### src/design/can_tef_pkg.sv
// package: register map, field positions and reset values of the event fifo status block
// assumes a 16-bit register port with word indices; used by design and bench alike
package can_tef_pkg;
    // ************************************************************
    // register indices
    // ************************************************************
    localparam logic [5:0] ADDR_EVENT_CONTROL = 6'h00;
    localparam logic [5:0] ADDR_EVENT_STATUS = 6'h01;
    localparam logic [5:0] ADDR_EVENT_UA_LOW = 6'h02;
    localparam logic [5:0] ADDR_EVENT_UA_HIGH = 6'h03;
    localparam logic [5:0] ADDR_FIFO_DIR = 6'h04;
    localparam logic [5:0] ADDR_MSG_UA_BASE = 6'h10;
    localparam logic [5:0] ADDR_MSG_UA_LAST = 6'h1F;
    // ************************************************************
    // control fields
    // ************************************************************
    localparam int CTL_ADVANCE_TAIL = 8;
    localparam int CTL_STAMP_EN = 5;
    localparam int CTL_OVF_IE = 3;
    localparam int CTL_FULL_IE = 2;
    localparam int CTL_HALF_IE = 1;
    localparam int CTL_NONEMPTY_IE = 0;
    localparam logic [15:0] CTL_RW_MASK = 16'h002F;
    // ************************************************************
    // status fields
    // ************************************************************
    localparam int STA_OVF = 3;
    localparam int STA_FULL = 2;
    localparam int STA_HALF = 1;
    localparam int STA_NONEMPTY = 0;
    localparam logic [15:0] RESET_CONTROL = 16'h0000;
    localparam logic [6:0] RESET_DIRECTION = 7'h00;
    localparam logic [15:0] READ_ZERO = 16'h0000;
    // ************************************************************
    // element sizing in bytes
    // ************************************************************
    localparam logic [31:0] EVENT_ELEM_BYTES = 32'h0000_0008;
    localparam logic [31:0] EVENT_STAMP_BYTES = 32'h0000_0004;
endpackage

### src/design/tef_ring_pointer.sv
// ring pointer: head and tail indices with occupancy for one fifo
// assumes push and pop come as one-cycle pulses from the owner
`timescale 1ns/1ps
module tef_ring_pointer #(
    parameter int DEPTH = 8,
    parameter int IW = 5
) (
    input wire logic clk_sys,
    input wire logic reset_n,
    input wire logic push,
    input wire logic pop,
    output logic [IW-1:0] headIdx,
    output logic [IW-1:0] tailIdx,
    output logic [IW:0] occupancy
);
    localparam logic [IW-1:0] LAST_IDX = IW'(DEPTH - 1);
    localparam logic [IW:0] DEPTH_W = (IW + 1)'(DEPTH);

    logic doPush;
    logic doPop;

    // full refuses the push so nothing unread is overwritten
    assign doPush = push && (occupancy != DEPTH_W);
    assign doPop = pop && (occupancy != '0);

    always_ff @(posedge clk_sys) begin
        if (!reset_n) begin
            headIdx <= '0;
        end else if (doPush) begin
            headIdx <= (headIdx == LAST_IDX) ? '0 : headIdx + 1'b1;
        end
    end

    always_ff @(posedge clk_sys) begin
        if (!reset_n) begin
            tailIdx <= '0;
        end else if (doPop) begin
            tailIdx <= (tailIdx == LAST_IDX) ? '0 : tailIdx + 1'b1;
        end
    end

    always_ff @(posedge clk_sys) begin
        if (!reset_n) begin
            occupancy <= '0;
        end else if (doPush && !doPop) begin
            occupancy <= occupancy + 1'b1;
        end else if (doPop && !doPush) begin
            occupancy <= occupancy - 1'b1;
        end
    end
endmodule

### src/design/can_tx_event_fifo_status_ptrs.sv
// event fifo status, interrupt enables and user-address pointers of a can controller
// assumes a register port with one-cycle strobes, read data one cycle later,
// and event/message activity signalled as one-cycle pulses by the can core
//
// The placing of the registers and the plain strobed port are this design's own decisions.
`timescale 1ns/1ps
// Function
// writing advance_tail moves the event fifo tail by exactly one element
// event_stamp_enable set makes each stored event element carry a timestamp
// four enable bits gate overflow, full, half and nonempty interrupt requests
// overflow flag set on overflow event, cleared by hardware, zero otherwise
// full flag is one exactly when every element is occupied
// half flag is one when occupancy reaches half the depth
// nonempty flag is one whenever at least one element is held
// full, half and nonempty are live read-only views; writes ignored
// transmit message fifo user address reads the head address
// receive message fifo user address reads the tail address
// event fifo user address, high and low halves, reads the tail address
// software reads user addresses only outside configuration mode
// unused status bits read zero; all flags reset to zero
// event arriving while full is an overflow and is not stored
module can_tx_event_fifo_status_ptrs #(
    parameter int EVENT_DEPTH = 8,
    parameter int MSG_DEPTH = 8,
    parameter int NUM_MSG = 7,
    parameter logic [31:0] EVENT_BASE = 32'h0000_0400,
    parameter logic [31:0] MSG_BASE = 32'h0000_0000,
    parameter logic [31:0] MSG_ELEM_BYTES = 32'h0000_0010
) (
    input wire logic clk_sys,
    input wire logic reset_n,
    input wire logic [5:0] regAddr,
    input wire logic [15:0] regWrData,
    input wire logic regWrite,
    input wire logic regRead,
    input wire logic eventPush,
    input wire logic overflowClear,
    input wire logic [6:0] msgPush,
    input wire logic [6:0] msgPop,
    output logic [15:0] regRdData,
    output logic eventStampEnable,
    output logic eventIrq,
    output logic [7:0] eventWriteIdx
);
    localparam int IW = 5;
    localparam logic [IW:0] EVENT_DEPTH_W = (IW + 1)'(EVENT_DEPTH);
    localparam logic [IW:0] EVENT_HALF_W = (IW + 1)'((EVENT_DEPTH + 1) / 2);

    // ************************************************************
    // helpers
    // ************************************************************
    // element address from base, index and element size
    function automatic logic [31:0] elemAddr(input logic [31:0] base, input logic [IW-1:0] idx,
                                             input logic [31:0] size);
        logic [31:0] prod;
        prod = 32'(idx) * size;
        elemAddr = base + prod;
    endfunction

    // ************************************************************
    // state
    // ************************************************************
    logic [15:0] control_ff;
    logic [6:0] direction_ff;
    logic overflow_ff;
    logic advance_ff;
    logic [IW-1:0] evHead;
    logic [IW-1:0] evTail;
    logic [IW:0] evOcc;
    logic [IW-1:0] msgHead [NUM_MSG];
    logic [IW-1:0] msgTail [NUM_MSG];
    logic [3:0] irqRequest;
    logic [31:0] msgUa [NUM_MSG];
    logic evFull;
    logic evHalf;
    logic evNonEmpty;
    logic [31:0] evElemBytes;
    logic [31:0] evUa;
    logic [15:0] statusWord;
    logic [15:0] nxt_rdData;
    logic wrControl;

    assign wrControl = regWrite && (regAddr == can_tef_pkg::ADDR_EVENT_CONTROL);

    // ************************************************************
    // control register
    // ************************************************************
    // enable bits stored
    always_ff @(posedge clk_sys) begin
        if (!reset_n) begin
            control_ff <= can_tef_pkg::RESET_CONTROL;
        end else if (wrControl) begin
            control_ff <= regWrData & can_tef_pkg::CTL_RW_MASK;
        end
    end

    // direction bit per message fifo, set means transmit
    always_ff @(posedge clk_sys) begin
        if (!reset_n) begin
            direction_ff <= can_tef_pkg::RESET_DIRECTION;
        end else if (regWrite && regAddr == can_tef_pkg::ADDR_FIFO_DIR) begin
            direction_ff <= regWrData[6:0];
        end
    end

    // one-cycle advance pulse
    always_ff @(posedge clk_sys) begin
        if (!reset_n) begin
            advance_ff <= 1'b0;
        end else begin
            advance_ff <= wrControl && regWrData[can_tef_pkg::CTL_ADVANCE_TAIL];
        end
    end

    // ************************************************************
    // event fifo pointers
    // ************************************************************
    // tail moves by one per advance
    tef_ring_pointer #(
        .DEPTH(EVENT_DEPTH),
        .IW(IW)
    ) u_event_ptr (
        .clk_sys(clk_sys),
        .reset_n(reset_n),
        .push(eventPush),
        .pop(advance_ff),
        .headIdx(evHead),
        .tailIdx(evTail),
        .occupancy(evOcc)
    );

    // full when all occupied
    assign evFull = (evOcc == EVENT_DEPTH_W);
    // half at or above half
    assign evHalf = (evOcc >= EVENT_HALF_W);
    // nonempty when any held
    assign evNonEmpty = (evOcc != '0);

    // push while full is overflow
    // set beats hardware clear
    always_ff @(posedge clk_sys) begin
        if (!reset_n) begin
            overflow_ff <= 1'b0;
        end else if (eventPush && evFull) begin
            overflow_ff <= 1'b1;
        end else if (overflowClear) begin
            overflow_ff <= 1'b0;
        end
    end

    // stamped elements are longer
    assign evElemBytes = control_ff[can_tef_pkg::CTL_STAMP_EN] ?
        can_tef_pkg::EVENT_ELEM_BYTES + can_tef_pkg::EVENT_STAMP_BYTES : can_tef_pkg::EVENT_ELEM_BYTES;
    // tail address of event fifo
    assign evUa = elemAddr(EVENT_BASE, evTail, evElemBytes);

    // ************************************************************
    // message fifo pointers
    // ************************************************************
    // head when transmit, tail when receive
    generate
        for (genvar g = 0; g < NUM_MSG; g++) begin : gen_msg
            tef_ring_pointer #(
                .DEPTH(MSG_DEPTH),
                .IW(IW)
            ) u_msg_ptr (
                .clk_sys(clk_sys),
                .reset_n(reset_n),
                .push(msgPush[g]),
                .pop(msgPop[g]),
                .headIdx(msgHead[g]),
                .tailIdx(msgTail[g]),
                .occupancy()
            );
            // transmit reads head
            // receive reads tail
            assign msgUa[g] = elemAddr(MSG_BASE + 32'(g) * 32'(MSG_DEPTH) * MSG_ELEM_BYTES,
                                       direction_ff[g] ? msgHead[g] : msgTail[g], MSG_ELEM_BYTES);
        end
    endgenerate

    // ************************************************************
    // read path
    // ************************************************************
    // live flags, never written
    // upper bits zero
    always_comb begin
        statusWord = can_tef_pkg::READ_ZERO;
        statusWord[can_tef_pkg::STA_OVF] = overflow_ff;
        statusWord[can_tef_pkg::STA_FULL] = evFull;
        statusWord[can_tef_pkg::STA_HALF] = evHalf;
        statusWord[can_tef_pkg::STA_NONEMPTY] = evNonEmpty;
    end

    // user addresses are not gated: there is no configuration mode input to gate them with
    always_comb begin
        nxt_rdData = can_tef_pkg::READ_ZERO;
        if (regAddr == can_tef_pkg::ADDR_EVENT_CONTROL) begin
            nxt_rdData = control_ff;
        end else if (regAddr == can_tef_pkg::ADDR_EVENT_STATUS) begin
            nxt_rdData = statusWord;
        end else if (regAddr == can_tef_pkg::ADDR_EVENT_UA_LOW) begin
            nxt_rdData = evUa[15:0];
        end else if (regAddr == can_tef_pkg::ADDR_EVENT_UA_HIGH) begin
            nxt_rdData = evUa[31:16];
        end else if (regAddr == can_tef_pkg::ADDR_FIFO_DIR) begin
            nxt_rdData = {9'h000, direction_ff};
        end else if (regAddr >= can_tef_pkg::ADDR_MSG_UA_BASE && regAddr <= can_tef_pkg::ADDR_MSG_UA_LAST) begin
            for (int i = 0; i < NUM_MSG; i++) begin
                if (regAddr[3:1] == 3'(i + 1)) begin
                    nxt_rdData = regAddr[0] ? msgUa[i][31:16] : msgUa[i][15:0];
                end
            end
        end
    end

    // read data only in the cycle after the strobe
    always_ff @(posedge clk_sys) begin
        if (!reset_n) begin
            regRdData <= can_tef_pkg::READ_ZERO;
        end else begin
            regRdData <= regRead ? nxt_rdData : can_tef_pkg::READ_ZERO;
        end
    end

    // ************************************************************
    // outputs to the core
    // ************************************************************
    // stamp request to the writer
    always_ff @(posedge clk_sys) begin
        if (!reset_n) begin
            eventStampEnable <= 1'b0;
        end else begin
            eventStampEnable <= control_ff[can_tef_pkg::CTL_STAMP_EN];
        end
    end

    // each condition gated by its enable
    always_comb begin
        irqRequest = 4'h0;
        irqRequest[can_tef_pkg::STA_OVF] = overflow_ff && control_ff[can_tef_pkg::CTL_OVF_IE];
        irqRequest[can_tef_pkg::STA_FULL] = evFull && control_ff[can_tef_pkg::CTL_FULL_IE];
        irqRequest[can_tef_pkg::STA_HALF] = evHalf && control_ff[can_tef_pkg::CTL_HALF_IE];
        irqRequest[can_tef_pkg::STA_NONEMPTY] = evNonEmpty && control_ff[can_tef_pkg::CTL_NONEMPTY_IE];
    end

    // one shared line; software tells the sources apart by the status flags
    always_ff @(posedge clk_sys) begin
        if (!reset_n) begin
            eventIrq <= 1'b0;
        end else begin
            eventIrq <= |irqRequest;
        end
    end

    always_ff @(posedge clk_sys) begin
        if (!reset_n) begin
            eventWriteIdx <= 8'h00;
        end else begin
            eventWriteIdx <= 8'(evHead);
        end
    end
endmodule

### config.mk
export PLATFORM = sky130hd
export DESIGN_NAME = can_tx_event_fifo_status_ptrs
export DESIGN_NICKNAME = d
export VERILOG_FILES = /design/src/design/can_tef_pkg.sv /design/src/design/tef_ring_pointer.sv /design/src/design/can_tx_event_fifo_status_ptrs.sv
export SDC_FILE = /design/constraint.sdc
export NUM_CORES = 1
export LEC_CHECK = 0
export BUFFER_PORTS_ARGS = -buffer_cell sky130_fd_sc_hd__buf_2
export CAP_MARGIN = 20
export CORE_AREA = 2 2 154 156
export CTS_CLUSTER_DIAMETER = 200
export DETAILED_ROUTE_END_ITERATION = 8
export DIE_AREA = 0 0 156 158
export PLACE_DENSITY = 0.59
export SLEW_MARGIN = 10
export SYNTH_ARGS = -nofsm -noshare
export SYNTH_HDL_FRONTEND = slang
export SYNTH_SLANG_ARGS = --single-unit
export TNS_END_PERCENT = 50
### constraint.sdc
create_clock -name clk_sys -period 8 [get_ports clk_sys]
set_input_delay 0.8 -clock clk_sys [delete_from_list [all_inputs] [get_ports clk_sys]]
set_output_delay 0.8 -clock clk_sys [all_outputs]
set_load 0.02 [all_outputs]
; ---- After elaboration in Yosys (flattened, before gate mapping)
; Index checks and enable logic that the tools add are counted.
[word_totals]
regBits = 168
input_bits = 42
latch_bits = 0
ramBits = 0
mem_count = 0
mem_bits_ro = 0
[op_classes]
n_mux = 62
mul = 1
n_addsub = 39
reduce_logical = 78
div = 0
eq_ne = 36
shifts = 0
magnitude_cmp = 3
n_bitwise = 1
[ops]
columns = op, count
row1 = 16-bit 2-to-1 mux, 10
row2 = 5-bit 2-to-1 mux, 23
row3 = 6-bit 2-to-1 mux, 18
row4 = 5-bit by 1-bit adder with 5-bit output (second input constant), 16
row5 = 5-bit by 3-bit == test with 1-bit output (second input constant), 16
row6 = 6-bit by 1-bit adder with 6-bit output (second input constant), 8
row7 = 6-bit by 4-bit inequality test with 1-bit output (second input constant), 8
row8 = 6-bit nonzero test, 8
row9 = 6-bit by 1-bit subtractor with 6-bit output (second input constant), 8
row10 = 1-bit logical AND, 41
row11 = 10-bit by 9-bit adder with 11-bit output (first input constant), 3
row12 = 11-bit 2-to-1 mux, 3
row13 = 10-bit 2-to-1 mux, 3
row14 = 9-bit by 9-bit adder with 10-bit output (first input constant), 2
row15 = 9-bit 2-to-1 mux, 2
row16 = 2-bit nonzero test, 9
row17 = 1-bit zero test, 16
row18 = 11-bit by 9-bit adder with 12-bit output (first input constant), 1
row19 = 3-bit == test (second input constant), 4
row20 = 6-bit by 2-bit == test with 1-bit output (second input constant), 2
row21 = 8-bit by 9-bit adder with 10-bit output (first input constant), 1
row22 = 5-bit by 4-bit multiplier with 9-bit output, 1
row23 = 3-bit by 2-bit == test with 1-bit output (second input constant), 2
row24 = 6-bit by 1-bit == test with 1-bit output (second input constant), 1
row25 = other kinds (13), 14

; ---- Depth between registers and ports, before layout
[depth]
word_depth = 15
ltp_mapped = 11

; ---- Cells and area by module
; From an unflattened synthesis, not the netlist that was laid out.
[unflattened]
hier_cells = 1090
hier_area_um2 = 10124.7
[by_module_without_submodules]
columns = mod, cells_per_inst, seq_area_each_um2, instances, area_per_inst_um2
row1 = tef_ring_pointer at gen_msg[0].u_msg_ptr ..., 99, 320.3, 6, 955.9
row2 = can_tx_event_fifo_status_ptrs, 290, 640.6, 1, 2468.6
row3 = tef_ring_pointer at u_event_ptr, 108, 320.3, 1, 960.9
row4 = tef_ring_pointer at gen_msg[2].u_msg_ptr, 98, 320.3, 1, 959.7

; ---- Worst setup path after synthesis
; No wires, ideal clock.
[synth_path]
path_kind = register to register
start = register gen_msg[5].u_msg_ptr.occupancy[0]
end = register gen_msg[5].u_msg_ptr.occupancy[4]
t_arrival_ns = 2.768
slack_ns = 5.117
path_stages_with_launch = 12
period_less_slack_ns = 2.883
setup_time_ns = 0.115
n_path_buf = 0
t_required_ns = 7.885
path_cell_list = dfxtp_1 > or4_1 > o31a_1 > inv_1 > ha_1 > inv_1 > fa_1 > a21o_1 > a21oi_1 > xor2_1 > o21ai_0 > and2_1
[synth_between]
elab_chain_len = 5
[synth_lines]
columns = element, line_no
row1 = "start, declared", tef_ring_pointer.sv:14  ; output logic [IW:0] occupancy
row2 = "start signal, assigned", tef_ring_pointer.sv:46  ; occupancy <= occupancy + 1'b1;
row3 = "start signal, assigned", tef_ring_pointer.sv:48  ; occupancy <= occupancy - 1'b1;
row4 = branches (longest 5 deep; another with 6-bit by 1-bit subtractor with 6-bit output), -
; Several ways; the timed one is not identified. The select of a mux whose other input is x is not followed.
; A chain may end at the register's enable or synchronous reset.

; ---- Worst setup path in the final report
[layout_path]
start = register u_event_ptr.occupancy[2]
end = register u_event_ptr.occupancy[5]
[layout_between]
elab_chain_len = 5
[layout_lines]
columns = element, line_no
row1 = "start, declared", tef_ring_pointer.sv:14
row2 = "start signal, assigned", tef_ring_pointer.sv:46
row3 = "start signal, assigned", tef_ring_pointer.sv:48
row4 = branches (longest 5 deep; another with 6-bit by 1-bit subtractor with 6-bit output), -
; Several ways; the timed one is not identified. The select of a mux whose other input is x is not followed.

==> impl_metrics.tcl <==
set metrics [dict create \
    post-synth-top-count-cell "dfxtp_1" \
    required_ps 8320 \
    cellLeakagePower_nw 4.373 \
    status "complete, no violations" \
    drtAntennaViolNets 0 \
    cts_resized 0 \
    powerDensity_nw_per_um2 316.6 \
    synth_edf_count 0 \
    synth_top_area_share_pct 32.84 \
    slew_headroom_pct 49.80 \
    wirelength_um 20480 \
    post_cts_buffers 0 \
    syn-cell-area_um2 9753 \
    ys.flop_type "dfxtp_1" \
    drc 0 \
    initial_core_util_pct 42.31 \
    clkSinkCount 160 \
    clk_pin_slew_worst_paths_ps 70 \
    cts_hold_buf 0 \
    syn_area_per_cell_um2 8.834 \
    ir_worst_vdd_mv 0.2009 \
    first_global_vias 7093 \
    final_cells 1427 \
    critPathKind "reg2reg" \
    placementRows 56 \
    finish.instance_area_um2 10760 \
    setup_tns_ps 0 \
    fp.dieW_um 156 \
    synth.distinct_cells 63 \
    clock_skew_ps 9.713 \
    cts_tree "built" \
    drtIter0Drc 485 \
    critPathMaxFanout 6 \
    dp_hpwl_um 14700 \
    first_pass_iters 5 \
    clock_path_buffers 2 \
    finish.net_count 1247 \
    viasPerCell 5.338 \
    cp_slowest_cell "nor4_1" \
    drive_above_1_share_pct 9.868 \
    grt_max_degree 91 \
    insertion_delay_ps 430 \
    period_share_pct 40.03 \
    drv_cap 0 \
    cts_made_buffers 17 \
    synthTopCellsByCount "dfxtp_1, nand2_1, and2_1, ha_1, o21ai_0" \
    end_kind "flop" \
    portBuffers 51 \
    dpl.cell_count 1393 \
    grt_first_pass_wirelength_um 34260 \
    cp_cell_sequence "nor4_1, a21boi_0, inv_1, ha_1, inv_1, ha_1, and4b_1, a311oi_1, nand3_1, xor2_1, and2_1" \
    synthArstFlopShare_pct 0 \
    gp_congestion 0.8275 \
    synth.area.top_cells "dfxtp_1, ha_1, and2_1, xnor2_1, mux2i_1" \
    grt-ovfl-total 0 \
    ioPinCount 68 \
    ctsRootBufferMaster "clkbuf_16" \
    antenna_found_initial 1 \
    coreArea_um2 23050 \
    finalSetupViolations 0 \
    h-tree-depth 4 \
    ys_ff_latch 160 \
    fill_cells 2211 \
    synth_seq_area_share_pct 32.84 \
    layout_min_cycle_time_ps 3203 \
    total_power_mw 3.407 \
    dieArea_um2 24650 \
    start_kind "flop" \
    area_growth_syn_to_layout_pct 10.35 \
    wl_per_cell_um 14.35 \
    worst_slew_pin_slew_ps 753.0 \
    fmax_ghz 0.3123 \
    rsz0062_at_grt "no" \
    worstPathArrival_ps 3530 \
    hp-class "reg2reg" \
    max_stage_delay_ps 510 \
    finalHoldViolations 0 \
    vias 7618 \
    dpl_cell_area_um2 10140 \
    synth_warnings 0 \
    synth_cells 1104 \
    floorplan.die.height_um 158 \
    synth_top_area_cell "dfxtp_1" \
    grt_usage_pct 16.97 \
    slew_viol_final 0 \
]
[path summary, 6_finish.rpt]
path / startpoint / endpoint / slack, ps / cells past startpoint
min: control_ff[1]$_SDFFE_PN0P_ / control_ff[1]$_SDFFE_PN0P_ / 490 / 2
max reg2reg: u_event_ptr.occupancy[2]$_SDFFE_PN0P_ / u_event_ptr.occupancy[5]$_SDFFE_PN0P_ / 4800 / 11
min reg2reg: control_ff[1]$_SDFFE_PN0P_ / control_ff[1]$_SDFFE_PN0P_ / 490 / 2
max: u_event_ptr.occupancy[2]$_SDFFE_PN0P_ / u_event_ptr.occupancy[5]$_SDFFE_PN0P_ / 4800 / 11
[cells in the final DEF, fill, tap and decap left out, types with 24 or more instances in the layout]
| master | count |
|---|---|
| a21oi_1 | 42 |
| xor2_1 | 28 |
| nand4_1 | 37 |
| and2_1 | 73 |
| dfxtp_1 | 160 |
| inv_1 | 35 |
| o21ai_0 | 50 |
| buf_2 | 50 |
| mux2i_1 | 38 |
| nor3_1 | 24 |
| nand2_1 | 88 |
| a21boi_0 | 28 |
| nand3_1 | 35 |
| nor2_1 | 27 |
| xnor2_1 | 46 |
| ha_1 | 73 |
| nor2b_1 | 36 |
[logic make-up (layout without fill, tap and decap cells)]
| family | count (synthesis) | after routing | synth area share (%) |
|---|---|---|---|
| AO/OA/AOI/OAI | 220 | 220 | 15.24 |
| XOR/XNOR | 74 | 74 | 6.645 |
| adder cells (fa/ha/maj) | 83 | 83 | 11.42 |
| buffers and inverters | 99 | 123 | 4.298 |
| flip-flops | 160 | 160 | 32.84 |
| multiplexers | 51 | 51 | 5.401 |
| other | 1 | 10 | 0.03845 |
| AND/OR/NAND/NOR | 416 | 416 | 24.12 |
[state kept, by name, indices dropped and copies added (netlist names), 5 cells and up]
signal / cells
gen_msg.u_msg_ptr.occupancy: 42
gen_msg.u_msg_ptr.headIdx: 35
gen_msg.u_msg_ptr.tailIdx: 35
regRdData: 11
direction_ff: 7
u_event_ptr.occupancy: 6
control_ff: 5
eventWriteIdx: 5
u_event_ptr.headIdx: 5
u_event_ptr.tailIdx: 5
[power by group]
group	total (mW)	leakage (nW)	internal (mW)	switching (mW)
combinational	1.45	2.78	0.689	0.761
sequential	1.11	1.31	0.946	0.160
clock	0.852	0.287	0.511	0.341
total	3.41	4.37	2.15	1.26
[stage by stage]
stage / util (%) / setup WS (ps) / hold WS, ps
6_report: 46.69 / 4797 / 490.3
5_1_grt: 46.67 / 4569 / 521.2
4_1_cts: 46.67 / 4794 / 493.5
3_5_place_dp: 44.00 / 4825 / 484.2
3_3_place_gp: 44.00 / 4807 / 474.5
2_1_floorplan: - / 5117 / 451.7
[critical path: cells and delay by family (launching register included)]
| kind | cells | cell delay (ps) |
|---|---|---|
| AND/OR/NAND/NOR | 4 | 1000 |
| adder cells (fa/ha/maj) | 2 | 640 |
| AO/OA/AOI/OAI | 2 | 570 |
| buffers and inverters | 2 | 390 |
| flip-flops | 1 | 350 |
| XOR/XNOR | 1 | 150 |
[routing by layer]
| layer | share of wire, % | vias up | GRT usage (%) | routed length (um) |
|---|---|---|---|---|
| li1 | - | 4006 | - | - |
| met1 | 51 | 3495 | 23.06 | 10430 |
| met2 | 45 | 101 | 27.71 | 9122 |
| met3 | 3.5 | 16 | 3.477 | 719 |
| met4 | 1.0 | 0 | 4.063 | 207 |
| met5 | 0 | - | 0 | 0 |
[area by class of cell]
type | instances | area (um2) | area share [%]
Clock inverter | 11 | 155.1 | 1.442
Antenna cell | 2 | 5.005 | 0.04650
Timing Repair Buffer | 54 | 280.3 | 2.604
Clock buffer | 21 | 460.4 | 4.278
Sequential cell | 160 | 3203 | 29.76
Inverter | 37 | 138.9 | 1.290
Tap cell | 290 | 362.8 | 3.371
Multi-Input combinational cell | 852 | 6157 | 57.21
Power figures use the tool's default switching activity.
